### src/pkg/drc_defines.svh
// Register map, field positions, codes and timing constants
`ifndef DRC_DEFINES_SVH
`define DRC_DEFINES_SVH
`define DRC_A_CTRL 8'h00
`define DRC_A_CMD 8'h04
`define DRC_A_RSTREQ 8'h08
`define DRC_A_UTRIP 8'h0c
`define DRC_A_STAT 8'h10
`define DRC_A_KREF 8'h14
`define DRC_B_SEL 0
`define DRC_B_REV 3
`define DRC_B_STOPFN 4
`define DRC_B_LATCH 5
`define DRC_B_MSET 6
`define DRC_B_AUTO 8
`define DRC_B_COPY 12
`define DRC_RST_CTRL 32'h0000_0000
`define DRC_RST_CMD 16'h0000
`define DRC_SEL_KEYPAD 3'h4
`define DRC_UTRIP_RESET 8'h64
`define DRC_C_SAVE 16'h03e8
`define DRC_C_SAVE_ANY 16'h03e9
`define DRC_C_OPT_RST 16'h042e
`define DRC_C_DEF_STD 16'h04d1
`define DRC_C_DEF_US 16'h04dc
`define DRC_C_MODE_STD 16'h04e5
`define DRC_C_MODE_US 16'h04e6
`define DRC_C_MODE_STDK 16'h04e7
`define DRC_C_MODE_USK 16'h04e8
`define DRC_C_BOOT_DIFF 16'h07d1
`define DRC_C_BLK_LO 16'h0bb8
`define DRC_C_BLK_HI 16'h2327
`define DRC_C_THOUSAND 16'h03e8
`define DRC_C_WARN_CLR 16'h2553
`define DRC_C_WARN_SET 16'h25c2
`define DRC_C_RO_CLR 16'h2631
`define DRC_C_RO_SET 16'h26a0
`define DRC_C_ERASE 16'h270f
`define DRC_C_NP_LO 16'h2af8
`define DRC_C_NP_HI 16'h2b5b
`define DRC_C_DISP_ND 16'h2ee0
`define DRC_C_DISP_DST 16'h2ee1
`define DRC_CLK_MHZ 100
`define DRC_FLASH_MS 2000
`define DRC_OPT_WAIT_MS 5000
`define DRC_STEP_MS 100
`define DRC_AUTO_MS 1000
`define DRC_FLASH_CYC (`DRC_FLASH_MS * 1000 * `DRC_CLK_MHZ)
`define DRC_OPT_WAIT_CYC (`DRC_OPT_WAIT_MS * 1000 * `DRC_CLK_MHZ)
`define DRC_STEP_CYC (`DRC_STEP_MS * 1000 * `DRC_CLK_MHZ)
`define DRC_AUTO_CYC (`DRC_AUTO_MS * 1000 * `DRC_CLK_MHZ)
`define DRC_HOLD_MID 8'h0a
`define DRC_HOLD_FAST 8'h14
`endif

### src/pkg/drc_pkg.sv
// Types shared by the reset and command decoder
package drc_pkg;
	typedef enum logic [4:0] {
		OP_NONE, OP_SAVE, OP_SAVE_ANY, OP_OPT_RESET, OP_DEF_STD, OP_DEF_US,
		OP_MODE_STD, OP_MODE_US, OP_MODE_STD_KEEP, OP_MODE_US_KEEP,
		OP_BOOT_DIFF, OP_CARD_FULL, OP_CARD_DIFF, OP_CARD_LADDER,
		OP_CARD_TO_DRIVE, OP_CARD_ERASE_BLK, OP_CARD_COMPARE,
		OP_WARN_CLR, OP_WARN_SET, OP_RO_CLR, OP_RO_SET, OP_CARD_ERASE,
		OP_NAMEPLATE
	} drc_op_type;
	typedef enum logic [1:0] {
		RES_NONE, RES_DONE, RES_REFUSED, RES_FAILED
	} drc_res_type;
	typedef struct packed {
		logic run;
		logic stop;
		logic rev;
		logic up;
		logic down;
	} drc_keys_type;
	typedef struct packed {
		logic enable;
		logic run_fwd;
		logic run_rev;
		logic run;
		logic not_stop;
	} drc_seq_type;
	typedef struct packed {
		logic req;
		drc_op_type op;
		logic [9:0] arg;
	} drc_act_type;
	typedef struct packed {
		logic done;
		logic refused;
		logic failed;
	} drc_ack_type;
endpackage

### src/logic/drc_core.sv
// Drive reset sources, restart gating, keypad control and command decoder
//
// Overview of operation
// - Selector 4 enables keypad keys; reverse gated
// - Up/Down show and step keypad reference, accelerating
// - Stop key resets; running with stop function enabled needs Run held
// - Reset-request parameter rising edge resets drive
// - Host writing 100 to user-trip resets
// - Auto-reset setting gives fourth reset source
// - Latched hardware fault ignores every reset
// - Memory fault: reset only with default codes
// - Non-latching sequencer restarts on enable and run
// - Latching sequencer also needs not-stop active
// - Stop-key reset waits for run input edge
// - Motor-set selector picks set, lights decimal
// - Card write flashes right decimal two seconds
// - Power-up waits five seconds for option copy
// - 1000 saves only on mains; 1001 always
// - 1070 resets options; 1233/1244 load defaults
// - 1253-1256 change drive mode, optionally keep menus
// - 2001 writes boot block 1, clears copy mode
// - Thousands codes pick card operation per digit
// - 9555-9999 card flags and whole-card erase
// - 110zy codes move nameplate data
// - 12000/12001 immediate; others wait for reset
// - Success clears command; failure trips, keeps value
//
// The register addresses and the APB interface to the registers were decided locally.
`timescale 1ns/1ns
`include "drc_defines.svh"
module drc_core
	import drc_pkg::*;
#(
	parameter int FLASH_CYC = `DRC_FLASH_CYC,
	parameter int OPT_WAIT_CYC = `DRC_OPT_WAIT_CYC,
	parameter int STEP_CYC = `DRC_STEP_CYC,
	parameter int AUTO_CYC = `DRC_AUTO_CYC,
	parameter logic [15:0] KEYREF_MAX = 16'hffff
) (
	input wire logic pclk,
	input wire logic presetn,
	input wire logic [7:0] paddr,
	input wire logic psel,
	input wire logic penable,
	input wire logic pwrite,
	input wire logic [31:0] pwdata,
	output logic [31:0] prdata,
	output logic pready,
	output logic pslverr,
	input wire drc_keys_type keys,
	input wire drc_seq_type seq,
	input wire logic status_mode,
	input wire logic running,
	input wire logic trip_active,
	input wire logic hw_fault_trip,
	input wire logic memory_fault_trip,
	input wire logic undervoltage_flag,
	input wire logic aux_supply_flag,
	input wire logic opt_copy_req,
	input wire logic opt_copy_done,
	input wire drc_ack_type act_ack,
	output drc_act_type act,
	output logic drive_reset,
	output logic restart,
	output logic action_trip,
	output logic key_run_cmd,
	output logic key_stop_cmd,
	output logic key_rev_cmd,
	output logic [15:0] keypad_reference,
	output logic show_keyref,
	output logic alt_motor_set,
	output logic dp_alt_set,
	output logic dp_right,
	output logic [1:0] display_filter,
	output logic powerup_busy
);

	typedef struct packed {
		logic [31:0] prdata;
		logic pready;
		logic pslverr;
		logic [2:0] reference_selector;
		logic reverse_key_enable;
		logic stop_fn_en;
		logic latch_seq;
		logic motor_set_selector;
		logic [3:0] auto_reset_setting;
		logic [2:0] card_copy_mode;
		logic [15:0] command_param;
		logic reset_request_param;
		logic rst_req_q;
		logic [7:0] user_trip_param;
		logic host_hit;
		logic [15:0] keyref;
		logic show_keyref;
		logic [7:0] hold_cnt;
		logic [31:0] step_tmr;
		drc_keys_type keys_q;
		logic [2:0] run_q;
		drc_act_type act;
		logic busy;
		drc_res_type result;
		logic drive_reset;
		logic restart;
		logic action_trip;
		logic wait_edge;
		logic key_run_cmd;
		logic key_stop_cmd;
		logic key_rev_cmd;
		logic [31:0] flash_cnt;
		logic [31:0] pwr_cnt;
		logic pwr_busy;
		logic pwr_started;
		logic [1:0] display_filter;
		logic [31:0] auto_tmr;
		logic [3:0] auto_cnt;
	} drc_state_type;

	drc_state_type st;
	drc_state_type next_st;

	////////////////////////////////////////////////////////////////////////
	// Command decode

	function automatic drc_act_type decode(input logic [15:0] c);
		drc_act_type a;
		logic [15:0] r;
		a.req = 1'b1;
		a.arg = 10'h000;
		r = c;
		case (c)
			`DRC_C_SAVE: a.op = OP_SAVE;
			`DRC_C_SAVE_ANY: a.op = OP_SAVE_ANY;
			`DRC_C_OPT_RST: a.op = OP_OPT_RESET;
			`DRC_C_DEF_STD: a.op = OP_DEF_STD;
			`DRC_C_DEF_US: a.op = OP_DEF_US;
			`DRC_C_MODE_STD: a.op = OP_MODE_STD;
			`DRC_C_MODE_US: a.op = OP_MODE_US;
			`DRC_C_MODE_STDK: a.op = OP_MODE_STD_KEEP;
			`DRC_C_MODE_USK: a.op = OP_MODE_US_KEEP;
			`DRC_C_BOOT_DIFF: begin
				a.op = OP_BOOT_DIFF;
				a.arg = 10'h001;
			end
			`DRC_C_WARN_CLR: a.op = OP_WARN_CLR;
			`DRC_C_WARN_SET: a.op = OP_WARN_SET;
			`DRC_C_RO_CLR: a.op = OP_RO_CLR;
			`DRC_C_RO_SET: a.op = OP_RO_SET;
			`DRC_C_ERASE: a.op = OP_CARD_ERASE;
			default: begin
				a.op = OP_NONE;
				a.req = 1'b0;
				if (c >= `DRC_C_BLK_LO && c <= `DRC_C_BLK_HI) begin
					// Strip thousands one at a time; leftover is the block
					a.op = OP_CARD_FULL;
					r = c - `DRC_C_BLK_LO;
					for (int i = 0; i < 5; i++) begin
						if (r >= `DRC_C_THOUSAND) begin
							r = r - `DRC_C_THOUSAND;
							a.op = drc_op_type'(a.op + 5'h01);
						end
					end
					a.arg = r[9:0];
					a.req = 1'b1;
				end
				if (c >= `DRC_C_NP_LO && c <= `DRC_C_NP_HI) begin
					r = c - `DRC_C_NP_LO;
					a.op = OP_NAMEPLATE;
					a.arg = r[9:0];
					a.req = 1'b1;
				end
			end
		endcase
		return a;
	endfunction

	////////////////////////////////////////////////////////////////////////
	// Next state

	always_comb begin
		logic wr;
		logic rd;
		logic setup;
		logic keypad;
		drc_keys_type kp;
		logic src_key;
		logic src_param;
		logic src_host;
		logic src_auto;
		logic any_src;
		logic accept;
		logic seq_ok;
		logic [2:0] run_now;
		logic [15:0] step;
		logic card_wr;
		drc_act_type dec;
		next_st = st;
		wr = psel && penable && st.pready && pwrite;
		rd = psel && !penable;
		setup = psel && !penable;
		keypad = st.reference_selector == `DRC_SEL_KEYPAD;
		kp = keys & ~st.keys_q;
		run_now = {seq.run_fwd, seq.run_rev, seq.run};
		dec = decode(st.command_param);
		step = 16'h0001;
		card_wr = 1'b0;
		next_st.keys_q = keys;
		next_st.run_q = run_now;
		next_st.drive_reset = 1'b0;
		next_st.restart = 1'b0;
		next_st.action_trip = 1'b0;
		next_st.key_run_cmd = 1'b0;
		next_st.key_stop_cmd = 1'b0;
		next_st.key_rev_cmd = 1'b0;
		next_st.host_hit = 1'b0;

		// No wait state: answer is prepared in the setup cycle
		next_st.pready = setup;
		next_st.pslverr = 1'b0;
		if (rd) begin
			next_st.prdata = 32'h0000_0000;
			case (paddr)
				`DRC_A_CTRL: begin
					next_st.prdata[`DRC_B_SEL +: 3] = st.reference_selector;
					next_st.prdata[`DRC_B_REV] = st.reverse_key_enable;
					next_st.prdata[`DRC_B_STOPFN] = st.stop_fn_en;
					next_st.prdata[`DRC_B_LATCH] = st.latch_seq;
					next_st.prdata[`DRC_B_MSET] = st.motor_set_selector;
					next_st.prdata[`DRC_B_AUTO +: 4] = st.auto_reset_setting;
					next_st.prdata[`DRC_B_COPY +: 3] = st.card_copy_mode;
				end
				`DRC_A_CMD: next_st.prdata[15:0] = st.command_param;
				`DRC_A_RSTREQ: next_st.prdata[0] = st.reset_request_param;
				`DRC_A_UTRIP: next_st.prdata[7:0] = st.user_trip_param;
				`DRC_A_STAT: next_st.prdata[15:0] = {st.auto_cnt,
					st.display_filter, st.pwr_busy, st.wait_edge, st.result,
					st.busy, hw_fault_trip, memory_fault_trip, trip_active,
					st.flash_cnt != 32'h0, st.show_keyref};
				`DRC_A_KREF: next_st.prdata[15:0] = st.keyref;
				default: next_st.pslverr = 1'b1;
			endcase
			if (!pwrite && paddr > `DRC_A_KREF)
				next_st.pslverr = 1'b1;
			if (pwrite && (paddr == `DRC_A_STAT || paddr == `DRC_A_KREF ||
					paddr[1:0] != 2'b00 || paddr > `DRC_A_KREF))
				next_st.pslverr = 1'b1;
		end

		////////////////////////////////////////////////////////////////////
		// Reset sources
		src_key = 1'b0;
		if (kp.stop) begin
			if (!st.stop_fn_en || !running)
				src_key = 1'b1;
			else if (keys.run)
				src_key = 1'b1;
			else if (keypad)
				next_st.key_stop_cmd = 1'b1;
		end
		if (keypad && kp.run)
			next_st.key_run_cmd = 1'b1;
		if (keypad && kp.rev && st.reverse_key_enable)
			next_st.key_rev_cmd = 1'b1;
		src_param = st.reset_request_param && !st.rst_req_q;
		next_st.rst_req_q = st.reset_request_param;
		src_host = st.host_hit;
		// Auto reset retries a trip after a delay, up to the set count
		src_auto = 1'b0;
		if (trip_active && st.auto_cnt < st.auto_reset_setting) begin
			if (st.auto_tmr + 32'h1 >= AUTO_CYC[31:0]) begin
				src_auto = 1'b1;
				next_st.auto_tmr = 32'h0;
				next_st.auto_cnt = st.auto_cnt + 4'h1;
			end else begin
				next_st.auto_tmr = st.auto_tmr + 32'h1;
			end
		end else begin
			next_st.auto_tmr = 32'h0;
		end
		if (!trip_active && !st.busy)
			next_st.auto_cnt = 4'h0;
		any_src = src_key || src_param || src_host || src_auto;
		accept = any_src && !hw_fault_trip;
		if (memory_fault_trip)
			accept = accept && (st.command_param == `DRC_C_DEF_STD ||
				st.command_param == `DRC_C_DEF_US);

		////////////////////////////////////////////////////////////////////
		// Restart gating
		seq_ok = seq.enable && (|run_now);
		if (st.latch_seq)
			seq_ok = seq_ok && seq.not_stop;
		if (accept) begin
			next_st.drive_reset = 1'b1;
			if (trip_active) begin
				if (src_key) begin
					next_st.wait_edge = 1'b1;
				end else begin
					next_st.wait_edge = 1'b0;
					next_st.restart = seq_ok;
				end
			end
		end else if (st.wait_edge && |(run_now & ~st.run_q)) begin
			next_st.wait_edge = 1'b0;
			next_st.restart = 1'b1;
		end

		////////////////////////////////////////////////////////////////////
		// Action dispatch on reset
		if (accept && !st.busy && dec.req) begin
			if (dec.op == OP_SAVE && (undervoltage_flag || aux_supply_flag))
				next_st.result = RES_REFUSED;
			else begin
				next_st.act = dec;
				next_st.busy = 1'b1;
				next_st.result = RES_NONE;
			end
		end
		if (st.busy) begin
			if (act_ack.done) begin
				next_st.busy = 1'b0;
				next_st.act.req = 1'b0;
				next_st.result = RES_DONE;
				next_st.command_param = 16'h0000;
				if (st.act.op == OP_BOOT_DIFF)
					next_st.card_copy_mode = 3'h0;
				card_wr = st.act.op == OP_BOOT_DIFF ||
					st.act.op == OP_CARD_FULL ||
					st.act.op == OP_CARD_DIFF ||
					st.act.op == OP_CARD_LADDER;
			end else if (act_ack.refused) begin
				next_st.busy = 1'b0;
				next_st.act.req = 1'b0;
				next_st.result = RES_REFUSED;
			end else if (act_ack.failed) begin
				next_st.busy = 1'b0;
				next_st.act.req = 1'b0;
				next_st.result = RES_FAILED;
				next_st.action_trip = 1'b1;
			end
		end
		// Display filters need no reset and act at once
		if (st.command_param == `DRC_C_DISP_ND)
			next_st.display_filter = 2'b01;
		else if (st.command_param == `DRC_C_DISP_DST)
			next_st.display_filter = 2'b10;
		else
			next_st.display_filter = 2'b00;

		////////////////////////////////////////////////////////////////////
		// Card write indication
		if (card_wr)
			next_st.flash_cnt = FLASH_CYC[31:0];
		else if (st.flash_cnt != 32'h0)
			next_st.flash_cnt = st.flash_cnt - 32'h1;

		////////////////////////////////////////////////////////////////////
		// Power-up option copy wait, bounded so a dead module cannot hang
		if (!st.pwr_started) begin
			next_st.pwr_started = 1'b1;
			next_st.pwr_busy = opt_copy_req;
			next_st.pwr_cnt = OPT_WAIT_CYC[31:0];
		end else if (st.pwr_busy) begin
			if (opt_copy_done || st.pwr_cnt <= 32'h1)
				next_st.pwr_busy = 1'b0;
			next_st.pwr_cnt = st.pwr_cnt - 32'h1;
		end

		////////////////////////////////////////////////////////////////////
		// Keypad reference
		if (st.hold_cnt >= `DRC_HOLD_FAST)
			step = 16'h0064;
		else if (st.hold_cnt >= `DRC_HOLD_MID)
			step = 16'h000a;
		if (keypad && status_mode && (keys.up ^ keys.down)) begin
			next_st.show_keyref = 1'b1;
			if ((kp.up || kp.down) ||
					st.step_tmr + 32'h1 >= STEP_CYC[31:0]) begin
				next_st.step_tmr = 32'h0;
				if (!(kp.up || kp.down) && st.hold_cnt != 8'hff)
					next_st.hold_cnt = st.hold_cnt + 8'h01;
				if (keys.up)
					next_st.keyref = (KEYREF_MAX - st.keyref < step) ?
						KEYREF_MAX : st.keyref + step;
				else
					next_st.keyref = (st.keyref < step) ?
						16'h0000 : st.keyref - step;
			end else begin
				next_st.step_tmr = st.step_tmr + 32'h1;
			end
		end else begin
			next_st.hold_cnt = 8'h00;
			next_st.step_tmr = 32'h0;
			if (!status_mode || !keypad)
				next_st.show_keyref = 1'b0;
		end

		////////////////////////////////////////////////////////////////////
		// Register writes; a software write beats a hardware clear
		if (wr) begin
			case (paddr)
				`DRC_A_CTRL: begin
					next_st.reference_selector = pwdata[`DRC_B_SEL +: 3];
					next_st.reverse_key_enable = pwdata[`DRC_B_REV];
					next_st.stop_fn_en = pwdata[`DRC_B_STOPFN];
					next_st.latch_seq = pwdata[`DRC_B_LATCH];
					next_st.motor_set_selector = pwdata[`DRC_B_MSET];
					next_st.auto_reset_setting = pwdata[`DRC_B_AUTO +: 4];
					next_st.card_copy_mode = pwdata[`DRC_B_COPY +: 3];
				end
				`DRC_A_CMD: next_st.command_param = pwdata[15:0];
				`DRC_A_RSTREQ: next_st.reset_request_param = pwdata[0];
				`DRC_A_UTRIP: begin
					next_st.user_trip_param = pwdata[7:0];
					next_st.host_hit = pwdata[7:0] == `DRC_UTRIP_RESET;
				end
				default: ;
			endcase
		end
	end

	////////////////////////////////////////////////////////////////////////
	// State register

	always_ff @(posedge pclk or negedge presetn) begin
		if (!presetn) begin
			st <= '0;
			st.reference_selector <= 3'(`DRC_RST_CTRL);
			st.command_param <= `DRC_RST_CMD;
		end else begin
			st <= next_st;
		end
	end

	////////////////////////////////////////////////////////////////////////
	// Outputs

	assign prdata = st.prdata;
	assign pready = st.pready;
	assign pslverr = st.pslverr;
	assign act = st.act;
	assign drive_reset = st.drive_reset;
	assign restart = st.restart;
	assign action_trip = st.action_trip;
	assign key_run_cmd = st.key_run_cmd;
	assign key_stop_cmd = st.key_stop_cmd;
	assign key_rev_cmd = st.key_rev_cmd;
	assign keypad_reference = st.keyref;
	assign show_keyref = st.show_keyref;
	assign alt_motor_set = st.motor_set_selector;
	assign dp_alt_set = st.motor_set_selector;
	// Blink rate taken from the countdown itself, no extra divider
	assign dp_right = st.flash_cnt[24];
	assign display_filter = st.display_filter;
	assign powerup_busy = st.pwr_busy;

endmodule

### config.mk
export PLATFORM = sky130hd
export DESIGN_NAME = drc_core
export DESIGN_NICKNAME = d
export VERILOG_FILES = /design/src/pkg/drc_pkg.sv /design/src/logic/drc_core.sv
export VERILOG_INCLUDE_DIRS = /design/src /design/src/pkg
export SDC_FILE = /design/constraint.sdc
export NUM_CORES = 1
export LEC_CHECK = 0
export BUFFER_PORTS_ARGS = -buffer_cell sky130_fd_sc_hd__buf_2
export CORE_ASPECT_RATIO = 0.75
export CORE_MARGIN = 3
export CORE_UTILIZATION = 66
export CTS_CLUSTER_DIAMETER = 30
export DETAILED_ROUTE_END_ITERATION = 10
export GPL_TIMING_DRIVEN = 0
export PLACE_DENSITY = 0.87
export SKIP_CTS_REPAIR_TIMING = 1
export SLEW_MARGIN = 5
export SYNTH_ARGS = -nofsm -noshare
export SYNTH_HDL_FRONTEND = slang
export SYNTH_SLANG_ARGS = --single-unit
### constraint.sdc
create_clock -name pclk -period 29.1 [get_ports pclk]
set_clock_uncertainty 0.05 [all_clocks]
set_input_delay 4.365 -clock pclk [delete_from_list [all_inputs] [get_ports pclk]]
set_output_delay 4.365 -clock pclk [all_outputs]
set_load 0.03 [all_outputs]
Yosys cells after proc, flatten, opt, wreduce, memory -nomap -nowiden
Index checks and enable logic that the tools add are counted.

operators by class
  bitwise operators = 6
  reductions and logical operators = 73
  $add $sub $neg = 20
  multiplexer cells = 110
  order comparisons = 18
  equality and inequality tests = 34

operators by type and width
  operator                  number
  $mux W16                  18
  $mux W32                  5
  $eq A16 B11 Y1 const B    8
  $eq A16 B14 Y1 const B    7
  $ge A16 B10 Y1 const B    5
  $pmux W5 S15              1
  $mux W33                  2
  $add A32 B1 Y32 const B   2
  $sub A16 B10 Y16 const B  4
  $sub A32 B1 Y32 const B   2
  $mux W5                   12
  $mux W19                  3
  $mux W1                   42
  $mux W41                  1
  $eq A16 B10 Y1 const B    2
  $ge A32 B24 Y1 const B    1
  $ge A32 B27 Y1 const B    1
  $le A16 B14 Y1 const B    2
  $le A32 B1 Y1 const B     1
  $lt A16 B16 Y1            2
  $reduce_bool A32 Y1       1
  $pmux W6 S5               1
  $pmux W7 S4               1
  $logic_and A1 B1 Y1       25
  51 further kinds          112

word-level totals
  logic and storage cells = 305
  bits of input ports = 67
  register bits = 254
  output and inout bits = 79

Depth between registers and ports, before layout
  word-level depth = 30
  mapped depth = 45
  mapped depth without buffers = 40

Worst setup path after synthesis
Ideal clock, no wire load.

  kind = register -> register
  from = register st[209] (netlist name)
  to = register st, in the netlist act[13]
  required time = 28925 ps
  cell stages (with the launch flop) = 44
  slack = 19912 ps
  buffers on the path = 6
  arrival time = 9013 ps
  library setup time = 125 ps
  period minus slack after synthesis = 9188 ps
  path through = dfrtp_1 > buf_4 > clkbuf_1 > inv_1 > ha_1 > nor2b_1 > a2111oi_4 > o21ai_1 > o21a_2 > nand3_4 > buf_1 > nand2_1 > xor2_1 > ha_1 > nand2_1 > a311o_1 > a211o_1 > nand2_2 > (+8 left out) > xnor2_1 > ha_1 > nand2_1 > nor2_1 > o21ai_0 > o221ai_1 > a21oi_1 > or4_1 > buf_2 > nand2_2 > mux2_2 > ha_1 > a311oi_2 > o211ai_1 > a211o_1 > buf_6 > buf_6 > mux2_4

between the ends
  word-level cells in the longest chain between the ends = 26
  elaborated cells on any way between the ends = 74
  those cells by class = 9 x add/sub; 9 x order compare; 16 x eq/ne; 30 x mux; 1 x bitwise; 9 x reduce/logical

RTL lines
  what                                                                 RTL line         text
  start: declaration                                                   drc_core.sv:119  drc_state_type st;
  start signal: assignment                                             drc_core.sv:431  st <= next_st;
  $sub A16 B12 Y16 (no line)                                           -
  $sub A16 B10 Y16 (no line) / $ge A16 B10 Y1 (equally long branches)  -
  $mux W16 / $mux W3 (equally long branches)                           drc_core.sv:158  if (r >= `DRC_C_THOUSAND) begin
  $mux W16 / $mux W5 (equally long branches)                           drc_core.sv:153  if (c >= `DRC_C_BLK_LO && c <= `DRC_C_BLK_HI) begin
  $mux W16 / $mux W5 (equally long branches)                           drc_core.sv:131  case (c)
  $sub A16 B10 Y16 (no line), or another cell as far along             -
  $mux W16 / $mux W5 (equally long branches)                           drc_core.sv:158
  $mux W16 / $mux W5 (equally long branches)                           drc_core.sv:153
  (+10 left out)                                                       -
  $mux W5                                                              drc_core.sv:158
  $mux W16                                                             drc_core.sv:153
  $mux W16                                                             drc_core.sv:166  if (c >= `DRC_C_NP_LO && c <= `DRC_C_NP_HI) begin
  $pmux W5 S15                                                         drc_core.sv:131
  $eq A5 B1 Y1                                                         drc_core.sv:311  if (dec.op == OP_SAVE && (undervoltage_flag || aux_supply_flag))
  $logic_and A1 B1 Y1                                                  drc_core.sv:311
  $not A1 Y1 (no line)                                                 -
  $reduce_and A2 Y1 (no line)                                          -

Parallel ways exist; a longest one is shown, timed or not. The select of a mux whose other input is x is not followed.
A chain may end at the register's enable or synchronous reset.

Worst setup path in the final report
Same ends and word-level chain as after synthesis.

==> metrics.md <==
| Metric | Value |
|---|---|
| Tot Pwr | `approximately 960 uW` |
| HP Class | `reg -> reg` |
| Area of the multi-input gates | `10,400 sq um` |
| Share of layout cells above drive strength 1 | `between 10% and 20%` |
| Share of power burned in registers | `38.1%` |
| Unique cell type count in the Yosys netlist | `approximately 120` |
| Vias in the first global route | `roughly 17,000` |
| Main combinational cell family by area after synthesis | `simple AND/OR/NAND/NOR gates` |
| Most frequent CP cell | `ha_1` |
| Synthesis-to-layout area growth | `15.2%` |
| Clk root buf | `clkbuf_16` |
| Final WL | `~52,000 um` |
| CP Class | `reg -> reg` |
| CTS tree | `done` |
| Final hold slack | `354 ps` |
| Worst slew pin tran | `1030 ps` |
| Slowest-stage cell, CP | `clkbuf_1` |
| Syn avg cell area | `~8.5 sq um` |
| Post-synth EDFFs | `0` |
| Max clock buf depth | `3` |
| CTS Buf Count | `44` |
| Compound-Gate Fraction of Synth Area | `17.7%` |
| GRT Util Overall | `between 30% and 40%` |
| Worst-path clk slew | `50 ps` |
| Placer Congestion | `1.04` |
| Register area share after synthesis | `a little over a third` |
| Die Wd | `196 um` |
| Vias/cell | `roughly 6.4` |
| Final setup TNS | `0 ps` |
| Slew Viols, Final | `0` |
| Final worst path period need | `approximately 11,000 ps` |
| Pre-CTS WS | `18,110 ps` |
| Wire length per cell | `19.5 um` |
| Endpoints failing setup | `0` |
| Synth Area in Adders | `between 3 and 4%` |
| Die Height | `149 um` |
| Number of max-cap violations | `0` |
| Ys flop type | `dfrtp_1` |
| Peak Freq | `88.7 MHz` |
| Number of synthesized register bits | `254` |
| H-tree levels | `2` |
| Slew HR | `31.0%` |
| Net switching power | `222 uW` |
| Startpoint Class | `flop` |
| Dpl hpwl | `37,300 um` |
| Yosys warnings | `0` |
| Ys async rst share | `100%` |
| Boundary Pins | `146` |
| Mapped Cells | `around 2,100` |
| Part of the cycle the worst path needs | `38.7%` |
| Internal power | `734 uW` |
| Grt total ovfl | `0` |
| Total die area | `29,200 sq um` |
| Switching Share | `23.2%` |
| Worst vdd ir | `0.0000507 V` |
| CP required | `29,470 ps` |
| Max incr delay on CP | `roughly 460 ps` |
| Post-layout worst setup margin | `17,830 ps` |
| Initial antenna violation count | `4` |
| DRC Markers | `0` |
| Gate power share | `5.9%` |
| Layout Nets | `2,404` |
| Critical Path AT | `approximately 12,000 ps` |
| Endpoint type of the worst setup path | `flop` |
| Pwr dens | `46.4 nW/um^2` |
| Clk pwr share | `56.0%` |
| Mux cell area share after synthesis | `4.46%` |
| Post-synthesis xor/xnor area fraction | `7.61%` |
| Post-synthesis simple-gate area fraction | `approximately a quarter` |
| Status | `finished, final reports clean` |
| Cell Rows | `51` |
| Leakage | `roughly 0.009 uW` |
| Port Buffers | `113` |
| Final ANT Viol Nets | `0` |
| Largest net degree at the start of global routing | `119` |
| RSZ-0062 raised after global routing | `false` |
| Syn Std Cell Area | `between 15,000 and 20,000 sq um` |
| DR iter-0 viols | `roughly 2,400` |
| Core box area | `26,400 sq um` |
| CTS sink count | `254` |
| First-pass GRT wire length | `84,400 um` |
| Initial core utilization | `approximately two thirds` |
| Fill count | `approximately 1,700` |
| Hold Violations, Final | `0` |
| CP max FO | `11` |
| Clk_lat worst skew | `~530 ps` |
| DRT Pass-1 Iters | `6` |
| Storage cell area | `6360 sq um` |
| Via Count | `17,200` |
==> critical path: cells and delay by family, from the launching register on <==
family / cells / cell delay [ps]
mux: 3 / 930
fa+ha+maj: 5 / 1290
simple gates: 11 / 2230
flops: 1 / 450
xor+xnor: 3 / 1030
compound gates: 12 / 3030
buf+inv: 10 / 2090
==> layout make-up <==
| class | count | area share [%] |
|---|---|---|
| multi-input combinational | 1634 | 50.6 |
| inverter | 73 | 1.34 |
| timing repair buffer | 115 | 3.06 |
| clock inverter | 23 | 1.58 |
| buffer | 168 | 4.66 |
| sequential | 254 | 30.8 |
| clock buffer | 55 | 5.84 |
| antenna | 3 | 0.0364 |
| tap | 344 | 2.09 |
==> power groups by stage <==
stage                     Combinational, uW  Sequential (uW)  Clock, uW
after floorplan                        32.5              369          0
after global placement                 51.9              369          0
after global routing                   61.6              364        560
final                                  56.2              364        536
after CTS                              55.5              364        540
after detailed placement               54.6              370          0
==> routing by layer <==
layer	GRT usage, %	wire length (um)	vias to the layer above
li1	-	-	7814
met1	49.9	21500	8203
met2	54.6	23200	1031
met3	8.61	5940	152
met4	10.4	1490	2
met5	0	13	-
==> stage by stage <==
| stage | utilization, % | std cells | cell area, sq um |
|---|---|---|---|
| final | 78.3 | 2669 | 20600 |
| after global routing | 78.3 | 2669 | 20600 |
| after CTS | 78.2 | 2666 | 20600 |
| after detailed placement | 72.4 | 2588 | 19100 |
| after global placement | 72.1 | 2586 | 19000 |
| after floorplan | - | 2129 | 18000 |
==> cell usage after synthesis (all sizes together) (16+ instances only) <==
cell	count	area, sq um
dfrtp	254	6360
nor2	222	833
nand2	217	820
o21ai	135	679
buf	94	683
xnor2	88	778
a21oi	84	432
nand3	80	428
nor3	80	410
clkbuf	74	278
inv	72	273
xor2	66	586
ha	44	551
nor4	41	263
or3	37	231
and3	35	219
mux2	33	379
nand4	33	206
a31oi	25	163
and2	24	150
nor2b	24	150
o31ai	23	183
mux2i	20	216
nand2b	20	125
o22ai	19	125
or4	17	131
a211oi	16	143
or2	16	100
==> registers in the layout, summed over array words and instances (netlist names), 2 cells and up <==
signal            count
display_filter        2
st                  191
prdata               16
keypad_reference     16
act                  16
==> final timing paths <==
check / from / endpoint / slack, ps / depth (start not counted)
min in group asynchronous: presetn / st[58] / 3630 / 1
max: st[209] / act[13] / 17830 / 44
min: st[137] / key_run_cmd / 350 / 1
max reg2reg: st[209] / act[13] / 17830 / 44
max in group asynchronous: presetn / st[102] / 24010 / 3
min reg2reg: st[137] / key_run_cmd / 350 / 1
==> cell usage in the layout (no fill, tap or decap), types with 75 or more instances in the layout <==
cell type and instances:
o21ai_0 125, a21oi_1 83, clkbuf_1 80, xnor2_1 87, buf_2 121, nand2_1 215
nor3_1 78, nand3_1 76, nor2_1 222, buf_4 75, dfrtp_1 254
==> logic make-up after synthesis <==
logic type / Yosys count
AND/OR/NAND/NOR: 882
AO/OA/AOI/OAI: 459
flip-flops: 254
buffers and inverters: 241
XOR/XNOR: 154
multiplexers: 62
adder cells (fa/ha/maj): 47
other: 2
Note: power is estimated with default switching activity, not from simulation.
